[src/verilog/rpc2_defines.svh]
/*
 Register map, field positions and reset values of the per-port
 timeout/filter control block. Assumes byte addresses on a 12-bit window.
*/
// Operation
// - timer reloads from 10-bit reload field
// - written zero reload stores one
// - reload reset value from strap pins
// - config port reply spills on masked match
// - ports 1+ spill packet on masked match
// - config reply overrun spill needs enable
// - ports 1+ overrun spill needs enable
// - underrun spill needs underrun enable
// - ack codes sent only if enabled
// - ack codes dropped if receive disabled
// - interrupt codes sent only if enabled
// - interrupt codes dropped if receive disabled
// - static routing uses static destination field
// - static config bit selects port mapping
// - sticky flag on timeout spill
// - sticky flag on truncation spill
`ifndef RPC2_DEFINES_SVH
`define RPC2_DEFINES_SVH
`define STS_BASE 12'h880
`define TMR_BASE 12'h900
`define CFG2_ADDR 12'h980
`define CTL2_BASE 12'h984
`define CTL2_RST 32'hC000_DE00
`define CFG2_RST 32'hC000_8000
`define CTL2_WMASK 32'hFFFF_DE3F
`define CFG2_WMASK 32'hFFFF_8000
`define RELOAD_MIN 10'h001
`define MASK_LSB 24
`define MATCH_LSB 16
`define OR_BIT 15
`define UNDR_BIT 14
`define ACK_TX_BIT 12
`define ACK_RX_BIT 11
`define INT_TX_BIT 10
`define INT_RX_BIT 9
`define DEST_LSB 1
`define MAP_BIT 0
`define TRUNC_FLAG_BIT 28
`define TMO_FLAG_BIT 18
`define STRAP_LOAD 2'h2
`endif

[src/verilog/rpc2_pkg.sv]
/*
 Types shared by the port control block. Assumes nothing.
*/
package rpc2_pkg;
   typedef enum logic [1:0] {
      CODE_TIME = 2'h0,
      CODE_INT = 2'h1,
      CODE_ACK = 2'h3
   } code_kind_e;
   typedef logic [9:0] reload_t;
endpackage
[src/verilog/router_port_control_two.sv]
/*
 Per-port timers, timeout and truncation spill, code filtering and static
 routing of a packet router. Assumes packet state inputs and the tick come
 from logic on REF_CLK_I; link and strap inputs are asynchronous.
*/
`timescale 1ns/100ps
`include "rpc2_defines.svh"
module router_port_control_two #(
   parameter int N = 20,
   parameter int BUF_DEPTH = 2
) (
   input wire logic REF_CLK_I,
   input wire logic RESET_N_I,
   input wire logic REG_WR_I,
   input wire logic REG_RD_I,
   input wire logic [11:0] REG_ADDR_I,
   input wire logic [31:0] REG_WDATA_I,
   output logic [31:0] REG_RDATA_O,
   output logic REG_ACK_O,
   input wire logic [9:0] STRAP_RELOAD_I,
   input wire logic TICK_I,
   input wire logic [N-1:0] PKT_ACTIVE_I,
   input wire logic [N-1:0] PKT_MOVE_I,
   input wire logic [N-1:0] PKT_OVERRUN_I,
   output logic [N-1:0] SPILL_O,
   input wire logic [N-1:0] STATIC_EN_I,
   input wire logic RT_REQ_I,
   input wire logic [4:0] RT_PORT_I,
   input wire logic [7:0] RT_FIRST_I,
   output logic RT_VALID_O,
   output logic [7:0] RT_ADDR_O,
   output logic RT_USE_MAP_O,
   input wire logic LINK_CLK_I,
   input wire logic [7:0] LINK_CODE_I,
   input wire logic [1:0] LINK_KIND_I,
   input wire logic [4:0] LINK_SRC_I,
   output logic LINK_READY_O,
   output logic CODE_VALID_O,
   input wire logic CODE_READY_I,
   output logic [7:0] CODE_O,
   output logic [1:0] CODE_KIND_O,
   output logic [N-1:0] CODE_DEST_O
);
   localparam int BW = $clog2(BUF_DEPTH);
   localparam int EW = N + 10;

   // returns {hit, index} for a word slot in a block of n registers
   function automatic logic [5:0] slot(input logic [11:0] a, input logic [11:0] base, input int n);
      logic [11:0] off;
      off = a - base;
      slot = {(a >= base) && (off[1:0] == 2'h0) && (off[11:2] < n), off[6:2]};
   endfunction

   // --------------------------------------------------------------
   // state
   // --------------------------------------------------------------
   rpc2_pkg::reload_t reload_r [N];
   rpc2_pkg::reload_t reload_nxt [N];
   rpc2_pkg::reload_t tmr_r [N];
   rpc2_pkg::reload_t tmr_nxt [N];
   logic [31:0] ctl_r [N];
   logic [31:0] ctl_nxt [N];
   logic [N-1:0] tmo_flag_r, tmo_flag_nxt, trunc_flag_r, trunc_flag_nxt, spill_nxt;
   logic [N-1:0] to_spill, trunc_hit, or_en, undr_en, ack_tx_en, int_tx_en;
   logic [31:0] rdata_nxt;
   logic [9:0] strap_s1_r, strap_s2_r;
   logic [1:0] strap_cnt_r, strap_cnt_nxt;
   logic [15:0] lnk_s1_r, lnk_s2_r;
   logic lclk_d_r, rise, rx_ok, push, pop;
   logic [EW-1:0] buf_r [BUF_DEPTH];
   logic [EW-1:0] buf_nxt [BUF_DEPTH];
   logic [EW-1:0] entry;
   logic [BW-1:0] wp_r, wp_nxt, rp_r, rp_nxt;
   logic [BW:0] cnt_r, cnt_nxt;
   logic rt_valid_nxt, rt_map_nxt;
   logic [7:0] rt_addr_nxt;
   logic [5:0] s_tmr, s_ctl, s_sts;
   rpc2_pkg::code_kind_e kind;
   logic [7:0] code;
   logic [4:0] src;
   logic [N-1:0] dest;

   assign s_tmr = slot(REG_ADDR_I, `TMR_BASE, N);
   assign s_ctl = slot(REG_ADDR_I, `CTL2_BASE, N - 1);
   assign s_sts = slot(REG_ADDR_I, `STS_BASE, N);
   assign code = lnk_s2_r[7:0];
   assign kind = rpc2_pkg::code_kind_e'(lnk_s2_r[9:8]);
   assign src = lnk_s2_r[14:10];
   assign rise = lnk_s2_r[15] & ~lclk_d_r;

   // --------------------------------------------------------------
   // per-port decode, timeouts and truncation
   // --------------------------------------------------------------
   genvar g;
   generate
      for (g = 0; g < N; g++) begin : gen_port
         assign or_en[g] = ctl_r[g][`OR_BIT];
         assign undr_en[g] = ctl_r[g][`UNDR_BIT];
         assign ack_tx_en[g] = ctl_r[g][`ACK_TX_BIT];
         assign int_tx_en[g] = ctl_r[g][`INT_TX_BIT];
         // expiry only while a packet sits still on the port
         assign to_spill[g] = PKT_ACTIVE_I[g] & ~PKT_MOVE_I[g] & TICK_I & (tmr_r[g] == `RELOAD_MIN) &
            (PKT_OVERRUN_I[g] ? or_en[g] : undr_en[g]);
         // port 0 active means an ongoing config reply
         assign trunc_hit[g] = rise & (kind != rpc2_pkg::CODE_ACK) & PKT_ACTIVE_I[g] &
            (((code ^ ctl_r[g][`MATCH_LSB+:8]) & ctl_r[g][`MASK_LSB+:8]) == 8'h00);
         assign dest[g] = (src != 5'(g)) & ((kind == rpc2_pkg::CODE_ACK) ? ack_tx_en[g] :
            (kind == rpc2_pkg::CODE_INT) ? int_tx_en[g] : 1'b1);
      end
   endgenerate

   // --------------------------------------------------------------
   // registers and timers
   // --------------------------------------------------------------
   always_comb begin
      reload_nxt = reload_r;
      ctl_nxt = ctl_r;
      tmr_nxt = tmr_r;
      strap_cnt_nxt = (strap_cnt_r == 2'h3) ? strap_cnt_r : strap_cnt_r + 2'h1;
      tmo_flag_nxt = tmo_flag_r;
      trunc_flag_nxt = trunc_flag_r;
      rdata_nxt = 32'h0000_0000;
      if (strap_cnt_r == `STRAP_LOAD) begin
         for (int p = 0; p < N; p++) begin
            reload_nxt[p] = (strap_s2_r == 10'h000) ? `RELOAD_MIN : strap_s2_r;
         end
      end
      if (REG_WR_I && s_tmr[5]) begin
         reload_nxt[s_tmr[4:0]] = (REG_WDATA_I[9:0] == 10'h000) ? `RELOAD_MIN : REG_WDATA_I[9:0];
      end
      if (REG_WR_I && REG_ADDR_I == `CFG2_ADDR) begin
         ctl_nxt[0] = REG_WDATA_I & `CFG2_WMASK;
      end
      if (REG_WR_I && s_ctl[5]) begin
         ctl_nxt[s_ctl[4:0] + 5'h01] = REG_WDATA_I & `CTL2_WMASK;
      end
      if (REG_WR_I && s_sts[5]) begin
         tmo_flag_nxt[s_sts[4:0]] = tmo_flag_r[s_sts[4:0]] & ~REG_WDATA_I[`TMO_FLAG_BIT];
         trunc_flag_nxt[s_sts[4:0]] = trunc_flag_r[s_sts[4:0]] & ~REG_WDATA_I[`TRUNC_FLAG_BIT];
      end
      // set after clear so a same-cycle event is kept
      tmo_flag_nxt = tmo_flag_nxt | to_spill;
      trunc_flag_nxt = trunc_flag_nxt | trunc_hit;
      spill_nxt = to_spill | trunc_hit;
      for (int p = 0; p < N; p++) begin
         if (!PKT_ACTIVE_I[p] || PKT_MOVE_I[p] || (TICK_I && tmr_r[p] == `RELOAD_MIN)) begin
            tmr_nxt[p] = reload_r[p];
         end else if (TICK_I) begin
            tmr_nxt[p] = tmr_r[p] - 10'h001;
         end
      end
      if (REG_RD_I) begin
         if (s_tmr[5]) begin
            rdata_nxt[9:0] = reload_r[s_tmr[4:0]];
         end else if (REG_ADDR_I == `CFG2_ADDR) begin
            rdata_nxt = ctl_r[0];
         end else if (s_ctl[5]) begin
            rdata_nxt = ctl_r[s_ctl[4:0] + 5'h01];
         end else if (s_sts[5]) begin
            rdata_nxt[`TMO_FLAG_BIT] = tmo_flag_r[s_sts[4:0]];
            rdata_nxt[`TRUNC_FLAG_BIT] = trunc_flag_r[s_sts[4:0]];
         end
      end
   end

   always_ff @(posedge REF_CLK_I or negedge RESET_N_I) begin
      if (!RESET_N_I) begin
         for (int p = 0; p < N; p++) begin
            reload_r[p] <= `RELOAD_MIN;
            tmr_r[p] <= `RELOAD_MIN;
            ctl_r[p] <= (p == 0) ? `CFG2_RST : `CTL2_RST;
         end
         strap_cnt_r <= 2'h0;
         tmo_flag_r <= '0;
         trunc_flag_r <= '0;
         SPILL_O <= '0;
         REG_RDATA_O <= 32'h0000_0000;
         REG_ACK_O <= 1'b0;
      end else begin
         reload_r <= reload_nxt;
         tmr_r <= tmr_nxt;
         ctl_r <= ctl_nxt;
         strap_cnt_r <= strap_cnt_nxt;
         tmo_flag_r <= tmo_flag_nxt;
         trunc_flag_r <= trunc_flag_nxt;
         SPILL_O <= spill_nxt;
         REG_RDATA_O <= rdata_nxt;
         REG_ACK_O <= REG_WR_I | REG_RD_I;
      end
   end

   // --------------------------------------------------------------
   // synchronisers
   // --------------------------------------------------------------
   // link clock, source, kind and code ride the same two stages so code stays aligned
   always_ff @(posedge REF_CLK_I or negedge RESET_N_I) begin
      if (!RESET_N_I) begin
         strap_s1_r <= 10'h000;
         strap_s2_r <= 10'h000;
         lnk_s1_r <= 16'h0000;
         lnk_s2_r <= 16'h0000;
         lclk_d_r <= 1'b0;
      end else begin
         strap_s1_r <= STRAP_RELOAD_I;
         strap_s2_r <= strap_s1_r;
         lnk_s1_r <= {LINK_CLK_I, LINK_SRC_I, LINK_KIND_I, LINK_CODE_I};
         lnk_s2_r <= lnk_s1_r;
         lclk_d_r <= lnk_s2_r[15];
      end
   end

   // --------------------------------------------------------------
   // received code filter and two-entry buffer
   // --------------------------------------------------------------
   always_comb begin
      rx_ok = 1'b1;
      if (src < N) begin
         if (kind == rpc2_pkg::CODE_ACK) begin
            rx_ok = ctl_r[src][`ACK_RX_BIT];
         end else if (kind == rpc2_pkg::CODE_INT) begin
            rx_ok = ctl_r[src][`INT_RX_BIT];
         end
      end
   end

   // a full buffer drops the code; the far end must watch LINK_READY_O
   assign LINK_READY_O = (cnt_r < BUF_DEPTH);
   assign push = rise & rx_ok & LINK_READY_O;
   assign CODE_VALID_O = (cnt_r != '0);
   assign pop = CODE_VALID_O & CODE_READY_I;
   assign entry = buf_r[rp_r];
   assign CODE_O = entry[7:0];
   assign CODE_KIND_O = entry[9:8];
   assign CODE_DEST_O = entry[EW-1:10];

   always_comb begin
      buf_nxt = buf_r;
      wp_nxt = wp_r;
      rp_nxt = rp_r;
      cnt_nxt = cnt_r;
      if (push) begin
         buf_nxt[wp_r] = {dest, kind, code};
         wp_nxt = (wp_r == BW'(BUF_DEPTH - 1)) ? '0 : wp_r + 1'b1;
      end
      if (pop) begin
         rp_nxt = (rp_r == BW'(BUF_DEPTH - 1)) ? '0 : rp_r + 1'b1;
      end
      if (push && !pop) begin
         cnt_nxt = cnt_r + 1'b1;
      end else if (pop && !push) begin
         cnt_nxt = cnt_r - 1'b1;
      end
   end

   always_ff @(posedge REF_CLK_I or negedge RESET_N_I) begin
      if (!RESET_N_I) begin
         for (int i = 0; i < BUF_DEPTH; i++) begin
            buf_r[i] <= '0;
         end
         wp_r <= '0;
         rp_r <= '0;
         cnt_r <= '0;
      end else begin
         buf_r <= buf_nxt;
         wp_r <= wp_nxt;
         rp_r <= rp_nxt;
         cnt_r <= cnt_nxt;
      end
   end

   // --------------------------------------------------------------
   // static routing
   // --------------------------------------------------------------
   always_comb begin
      rt_valid_nxt = RT_REQ_I;
      rt_addr_nxt = RT_FIRST_I;
      rt_map_nxt = 1'b0;
      if (RT_PORT_I < N) begin
         if (STATIC_EN_I[RT_PORT_I]) begin
            rt_addr_nxt = {3'h0, ctl_r[RT_PORT_I][`DEST_LSB+:5]};
            rt_map_nxt = ctl_r[RT_PORT_I][`MAP_BIT];
         end
      end
   end

   always_ff @(posedge REF_CLK_I or negedge RESET_N_I) begin
      if (!RESET_N_I) begin
         RT_VALID_O <= 1'b0;
         RT_ADDR_O <= 8'h00;
         RT_USE_MAP_O <= 1'b0;
      end else begin
         RT_VALID_O <= rt_valid_nxt;
         RT_ADDR_O <= rt_addr_nxt;
         RT_USE_MAP_O <= rt_map_nxt;
      end
   end

   // --------------------------------------------------------------
   // checks
   // --------------------------------------------------------------
   a_zero_reload: assert property (@(posedge REF_CLK_I) disable iff (!RESET_N_I)
      REG_WR_I && REG_ADDR_I == `TMR_BASE && REG_WDATA_I[9:0] == 10'h000 && strap_cnt_r != `STRAP_LOAD
      |=> reload_r[0] == `RELOAD_MIN) else $error("zero reload not stored as one");
   a_timeout_flag: assert property (@(posedge REF_CLK_I) disable iff (!RESET_N_I)
      to_spill[3] |=> tmo_flag_r[3] && SPILL_O[3]) else $error("timeout spill not flagged");
   a_trunc_flag: assert property (@(posedge REF_CLK_I) disable iff (!RESET_N_I)
      trunc_hit[0] |=> trunc_flag_r[0] && SPILL_O[0]) else $error("truncation spill not flagged");
   a_overrun_gate: assert property (@(posedge REF_CLK_I) disable iff (!RESET_N_I)
      PKT_OVERRUN_I[3] && !ctl_r[3][`OR_BIT] |-> !to_spill[3]) else $error("overrun spill while disabled");
   a_underrun_gate: assert property (@(posedge REF_CLK_I) disable iff (!RESET_N_I)
      !PKT_OVERRUN_I[0] |-> !to_spill[0]) else $error("config port spilled on underrun");
   a_int_drop: assert property (@(posedge REF_CLK_I) disable iff (!RESET_N_I)
      rise && kind == rpc2_pkg::CODE_INT && src == 5'h02 && !ctl_r[2][`INT_RX_BIT] |=> cnt_r <= $past(cnt_r))
      else $error("disabled interrupt code accepted");
   a_ack_tx_mask: assert property (@(posedge REF_CLK_I) disable iff (!RESET_N_I)
      push && kind == rpc2_pkg::CODE_ACK |-> (dest & ~ack_tx_en) == '0) else $error("ack code to disabled port");
   a_static_route: assert property (@(posedge REF_CLK_I) disable iff (!RESET_N_I)
      RT_REQ_I && RT_PORT_I == 5'h07 && STATIC_EN_I[7]
      |=> RT_VALID_O && RT_ADDR_O == {3'h0, $past(ctl_r[7][`DEST_LSB+:5])}) else $error("static route ignored");
   a_buf_full: assert property (@(posedge REF_CLK_I) disable iff (!RESET_N_I)
      cnt_r == (BW + 1)'(BUF_DEPTH) |-> !LINK_READY_O ##0 CODE_VALID_O) else $error("full buffer accepts");
endmodule

[config.mk]
export PLATFORM = sky130hd
export DESIGN_NAME = router_port_control_two
export DESIGN_NICKNAME = d
export VERILOG_FILES = /design/src/verilog/rpc2_pkg.sv /design/src/verilog/router_port_control_two.sv
export VERILOG_INCLUDE_DIRS = /design/src /design/src/verilog
export SDC_FILE = /design/constraint.sdc
export NUM_CORES = 2
export LEC_CHECK = 0
export BUFFER_PORTS_ARGS = -buffer_cell sky130_fd_sc_hd__buf_2
export CORE_AREA = 2 2 371 373
export DETAILED_ROUTE_END_ITERATION = 8
export DIE_AREA = 0 0 373 375
export PLACE_DENSITY = 0.57
export REMOVE_ABC_BUFFERS = 1
export SYNTH_ARGS = -nofsm -noshare
export SYNTH_HDL_FRONTEND = slang
export SYNTH_SLANG_ARGS = --single-unit
[constraint.sdc]
create_clock -name REF_CLK_I -period 5.3 [get_ports REF_CLK_I]
set_input_delay 0.265 -clock REF_CLK_I [delete_from_list [all_inputs] [get_ports REF_CLK_I]]
set_output_delay 0.265 -clock REF_CLK_I [all_outputs]
set_load 0.05 [all_outputs]
=== After elaboration in Yosys (flattened, before gate mapping) ===
Cells that the tools add are included.

* Bits in registers: 1,262
* Latch bits: 0
* Bits in writable memories: 0
* Memory bits (read-only): 0
* Input port bits: 170
* Output and inout port bits: 95
* Logic and storage cells: 704
* Memories: 0

* Add/sub/neg operators: 29
* Multipliers: 0
* Divide/modulo/power cells: 0
* $lt $le $gt $ge: 21
* Equal/unequal tests: 45
* Shift operators: 0
* Mux-type cells: 164
* Bitwise gates (word level): 220
* Reduce and logical (&&, ||, !) cells: 146

{| class="wikitable"
|+ Operators with widths
! cell !! number
|-
| 640-bit bitwise mux || 1
|-
| 640-bit two-way mux || 1
|-
| 32-bit binary-select mux with 5-bit select || 3
|-
| 10-bit two-way mux || 46
|-
| 200-bit two-way mux || 2
|-
| 200-bit bitwise mux || 1
|-
| 10-bit by 1-bit == test with 1-bit output, second input constant || 20
|-
| 10-bit by 1-bit subtractor with 10-bit output, second input constant || 20
|-
| 32-bit two-way mux || 6
|-
| 8-bit bitwise AND || 20
|-
| 32-bit demux with 5-bit select || 1
|-
| 8-bit zero test || 20
|-
| 8-bit bitwise XOR || 20
|-
| 1-bit bitwise AND || 147
|-
| 30-bit two-way mux || 4
|-
| 1-bit two-way mux || 75
|-
| 60-bit bitwise mux || 1
|-
| 20-bit bitwise OR || 3
|-
| 10-bit binary-select mux with 5-bit select || 1
|-
| 10-bit demux with 5-bit select || 1
|-
| 2-bit nonzero test || 22
|-
| 20-bit bitwise mux || 2
|-
| 1-bit logical OR || 40
|-
| 20-bit two-way mux || 2
|-
| 44 further kinds || 166
|}

=== Depth between registers and ports, before layout ===
* Depth after elaboration: 13
* Gate-level depth with buffers: 19
* Mapped depth without buffers: 9

=== Least setup slack after synthesis ===
Ideal clock, no wire load.

* Kind: input-to-reg
* From: in REG_ADDR_I[2]
* To: reg ctl_r[277] in the netlist's numbering
* Library setup time: 0.125 ns
* Arrival time: 4.806 ns
* Required time: 5.175 ns
* Setup slack: 0.369 ns
* Cell stages on the path: 16
* Path buffers: 8
* Cells stage by stage: buf_2 > buf_2 > buf_2 > buf_1 > clkbuf_1 > buf_2 > inv_1 > ha_1 > clkbuf_1 > nor2b_1 > o41a_1 > o211ai_1 > nand3_1 > nor4_4 > buf_2 > mux2_2

* Cells in the longest elaborated chain, start to end: 8
* Elaborated cells on any way between the ends: 14
* Classes of those cells: 2 x add/sub; 4 x order compare; 3 x mux; 1 x bitwise; 4 x reduce/logical

{| class="wikitable"
|+ RTL lines
! what !! RTL line !! RTL
|-
| from (decl) || router_port_control_two.sv:16 || <nowiki>input wire logic [11:0] REG_ADDR_I,</nowiki>
|-
| 12-bit subtractor || router_port_control_two.sv:50 || <nowiki>off = a - base;</nowiki>
|-
| 5-bit by 1-bit adder with 5-bit output || router_port_control_two.sv:135 || <nowiki>ctl_nxt[s_ctl[4:0] + 5'h01] = REG_WDATA_I & `CTL2_WMASK;</nowiki>
|-
| 5-bit inverter with 6-bit output || n/a ||
|-
| 6-bit >= comparator / 6-bit by 1-bit less-than comparator with 1-bit output (equally long branches) || n/a ||
|-
| 1-bit logical AND (no line) || n/a ||
|-
| 32-bit two-way mux (no line) || n/a ||
|-
| 32-bit demux with 5-bit select (no line) || n/a ||
|-
| 640-bit bitwise mux (no line) || n/a ||
|-
| to (signal, indexed assignment) || router_port_control_two.sv:171 || <nowiki>ctl_r[p] <= (p == 0) ? `CFG2_RST : `CTL2_RST;</nowiki>
|-
| to (signal assigned) || router_port_control_two.sv:182 || <nowiki>ctl_r <= ctl_nxt;</nowiki>
|-
| to (decl) || router_port_control_two.sv:61 || <nowiki>logic [31:0] ctl_r [N];</nowiki>
|}

Parallel ways exist; a longest one is shown, timed or not.
A chain may end at the register's enable or synchronous reset.

=== Worst setup path after layout ===
* From: in REG_ADDR_I[3]
* To: reg REG_RDATA_O[9]

* Cells in the longest elaborated chain, start to end: 10
* Elaborated cells on any way between the ends: 24
* Classes of those cells: 3 x add/sub; 4 x order compare; 1 x eq/ne; 10 x mux; 2 x bitwise; 4 x reduce/logical

{| class="wikitable"
|+ RTL lines
! what !! RTL line !! RTL
|-
| 12-bit subtractor || router_port_control_two.sv:50 ||
|-
| 5-bit by 1-bit adder with 5-bit output || router_port_control_two.sv:158 || <nowiki>rdata_nxt = ctl_r[s_ctl[4:0] + 5'h01];</nowiki>
|-
| 5-bit inverter with 6-bit output (implied by the code) || router_port_control_two.sv:158 ||
|-
| 32-bit binary-select mux with 5-bit select || router_port_control_two.sv:158 ||
|-
| 32-bit two-way mux (implied by the code) (2 in series) || router_port_control_two.sv:158 ||
|-
| 18-bit two-way mux || router_port_control_two.sv:157 || <nowiki>end else if (s_ctl[5]) begin</nowiki>
|-
| 32-bit two-way mux || router_port_control_two.sv:155 || <nowiki>end else if (REG_ADDR_I == `CFG2_ADDR) begin</nowiki>
|-
| 10-bit two-way mux (*) || router_port_control_two.sv:153 || <nowiki>if (s_tmr[5]) begin</nowiki>
|-
| 32-bit two-way mux (*) || router_port_control_two.sv:152 || <nowiki>if (REG_RD_I) begin</nowiki>
|-
| via rdata_nxt[9] || router_port_control_two.sv:65 || <nowiki>logic [31:0] rdata_nxt;</nowiki>
|-
| to (signal assigned) || router_port_control_two.sv:187 || <nowiki>REG_RDATA_O <= rdata_nxt;</nowiki>
|-
| to (decl) || router_port_control_two.sv:18 || <nowiki>output logic [31:0] REG_RDATA_O,</nowiki>
|}

The timed path passes the listed nets; every way through them passes the cells marked *. The select of a mux whose other input is x is not followed.

==> impl_metrics.py <==
metrics = {
    "run_status": {
        "status": "finished, final reports clean",
    },
    "timing": {
        "whs_ns": 0.0407,
        "min_period_ns": 4.29,
        "hold_viol_final": 0,
        "drv_slew": 0,
        "rsz0062_at_grt": "false",
        "maxSlewHeadroom_pct": 16.5,
        "worst_pin_slew_ns": 1.25,
        "fmax_mhz": 233,
        "setup_viol": 0,
        "finClkSkew_ns": 0.0308,
        "finalCritPeriodShare_pct": 81.0,
    },
    "placed_design": {
        "hpwlAfterDp_mm": 140,
        "gp_congestion": 0.918,
        "placed_area_um2": 64100,
        "port_buffers": 263,
    },
    "worst_setup_path": {
        "crit_arrival_ns": 5.03,
        "cp_max_fo": 23,
        "cp-end-kind": "flip-flop",
        "crit_start": "REG_ADDR_I[3]",
        "startpoint_type": "input port",
        "reg2reg_from": "lnk_s2_r[11]",
        "required_ns": 6.04,
        "path_class": "in2reg",
    },
    "drt": {
        "wl_met2_mm": 90.1,
        "via_per_inst": 6.06,
        "first_pass_iters": 6,
        "routed_wl_mm": 205,
        "dr.max_layer_used": "met5",
        "route.detailed.drc": 0,
        "wl_met1_mm": 91.2,
        "ant_nets": 0,
        "dr.first_iter.drc_count": 4392,
        "num_vias": 44866,
        "dr_wl_met3_mm": 16.6,
        "wl_per_cell_um": 27.6,
    },
    "synth": {
        "yosysTopAreaCellShare_pct": 40.7,
        "synthMostInstantiatedCell": "dfrtp_1",
        "syn_avg_cell_area_um2": 11.5,
        "yosysUniqueCellTypes": 87,
        "synth.largest_area_cell": "dfrtp_1",
        "synth_common_cells": "dfrtp_1, mux2_2, nand2_1",
        "synth_edf_count": 0,
        "async_reset_ff_share_pct": 100,
        "synth_area_leaders": "dfrtp_1, mux2_2, mux4_2",
        "synth_seq_area_share_pct": 49.1,
        "syn_area_um2": 60900,
        "ys_warn_count": 0,
        "synth_seq_cells": 1186,
        "synth_ff_type": "dfrtp_1",
        "synth_cells": 5307,
    },
    "clock_network": {
        "htreeDepth": 4,
        "clock_latency_ns": 0.80,
        "path_clk_slew_ns": 0.06,
        "clockBufferDepth": 3,
        "cts.sinks": 1186,
        "cts_setup_buffers": 0,
        "cts_tree": "built",
        "cts_made_buffers": 137,
        "cts_root_buf": "clkbuf_16",
    },
    "die": {
        "die_width_um": 373,
        "die_h_um": 375,
        "num_io_pins": 265,
        "num_rows": 136,
        "die_area_um2": 140000,
        "start_util_pct": 44.7,
        "core_area_um2": 136000,
    },
    "hold_path": {
        "min_path_type": "in2reg",
        "min_from": "REG_WDATA_I[18]",
    },
    "global_route": {
        "grt_util_all_layers_pct": 29.0,
        "grt_max_degree": 159,
        "antenna_found_initial": 11,
        "gr-total-overflow": 0,
        "grt_first_pass_wirelength_mm": 301,
        "grt_pass1_vias": 44079,
    },
    "finish": {
        "design_area_um2": 69500,
        "seqCellArea_um2": 29900,
        "fillers": 12112,
        "final_layout_size_suffix_gt1_share_pct": 32.0,
        "syn_to_final_growth_pct": 14.2,
        "multi_input_area_um2": 29000,
        "fin_nets": 5711,
    },
    "power_and_ir_drop": {
        "vdd_ir_drop_max_mv": 0.271,
        "powerDensity_nw_per_um2": 334,
        "p_leak_nw": 30.3,
    },
    "flow_run": {
        "drv_cap": 0,
    },
}
==> sequential cells by signal (all words and copies together), names as in the netlist, 2 cells and up <==
name          cells
ctl_r           544
cnt_r             2
lnk_s1_r         16
SPILL_O          20
strap_s2_r       10
RT_ADDR_O         8
strap_cnt_r       2
tmo_flag_r       20
ack_tx_en        20
lnk_s2_r         16
reload_r        200
buf_r            60
tmr_r           200
REG_RDATA_O      32
trunc_flag_r     20
strap_s1_r       10
==> repair_timing <==
item	in CTS	in global routing
setup endpoints to repair	0	0
hold buffers	71	0
endpoints found under the hold margin	244	0
resized for setup	0	0
==> per-stage QoR <==
| step | utilization, % | setup WS, ns | total power [mW] | cells | setup TNS [ns] |
|---|---|---|---|---|---|
| finish | 51.0 | 1.01 | 23.2 | 7406 | 0 |
| global route | 51.0 | 1.07 | 24.0 | 7403 | 0 |
| CTS | 51.0 | 1.26 | 23.3 | 7399 | 0 |
| detailed placement | 47.1 | 0.426 | 13.4 | 7074 | 0 |
| global placement | 47.1 | 0.409 | 13.4 | 7074 | 0 |
| floorplan | - | -4.82 | 12.1 | 4874 | -2142.46 |
==> critical path, cell delays in order <==
cell	delay (ns)
buf_4	0.41
inv_1	0.22
ha_4	0.29
nor2b_1	0.25
mux2i_1	0.35
mux2i_2	0.31
buf_4	0.31
nor2_1	0.86
a221o_1	0.29
a21oi_1	0.05
a2111oi_1	1.10
buf_4	0.25
==> layout by cell type, fill, tap and decap left out, types with 84 or more instances in the layout <==
cell / Yosys / layout
clkbuf_16: 0 / 141
mux2i_1: 85 / 84
o21ai_0: 405 / 404
dfstp_2: 195 / 195
mux4_2: 246 / 246
nand2_1: 453 / 447
buf_4: 1 / 127
xor2_1: 243 / 243
dfrtp_1: 991 / 991
nor2_1: 338 / 338
buf_2: 64 / 259
mux2_2: 641 / 641
a21oi_1: 411 / 409
==> worst paths after layout <==
check,end,slack [ns],cells past startpoint
max,REG_RDATA_O[9],1.01,12
min,ctl_r[82],0.04,3
max reg2reg,buf_r[21],2.01,8
min reg2reg,strap_s2_r[7],0.35,0
max in group asynchronous,ctl_r[127],3.57,4
min in group asynchronous,strap_cnt_r[1],0.11,2
==> report_power, final <==
| group | internal (mW) | switching, mW | total [mW] |
|---|---|---|---|
| Combinational | 1.16 | 2.19 | 3.36 |
| Clock | 5.80 | 4.06 | 9.86 |
| Sequential | 9.60 | 0.375 | 9.97 |
==> area by class of cell <==
type | instances | share of cell area (%)
Tap cell | 1794 | 3.23
Timing Repair Buffer | 477 | 4.83
Sequential cell | 1186 | 43.0
Multi-Input combinational cell | 3610 | 41.8
Antenna cell | 7 | 0.0252
Inverter | 78 | 0.425
Clock buffer | 203 | 5.74
Clock inverter | 51 | 0.966
==> metal layers <==
layer / GRT usage (%) / vias to the layer above
met1: 42.2 / 23265
met5: 0 / -
met4: 9.96 / 4
met2: 43.0 / 1798
met3: 6.20 / 358
li1: - / 19441
==> logic make-up after synthesis <==
kind of cell / Yosys count / synth area share, %
DFF: 1186 / 49.1
and+or+nand+nor: 1221 / 9.49
AOI/OAI and AO/OA: 1035 / 9.64
muxes: 996 / 22.9
buffers and inverters: 511 / 3.34
xor gates and xnor gates: 307 / 4.42
adders and majority gates: 51 / 1.05
No activity file was read; power rests on OpenSTA's default activity.
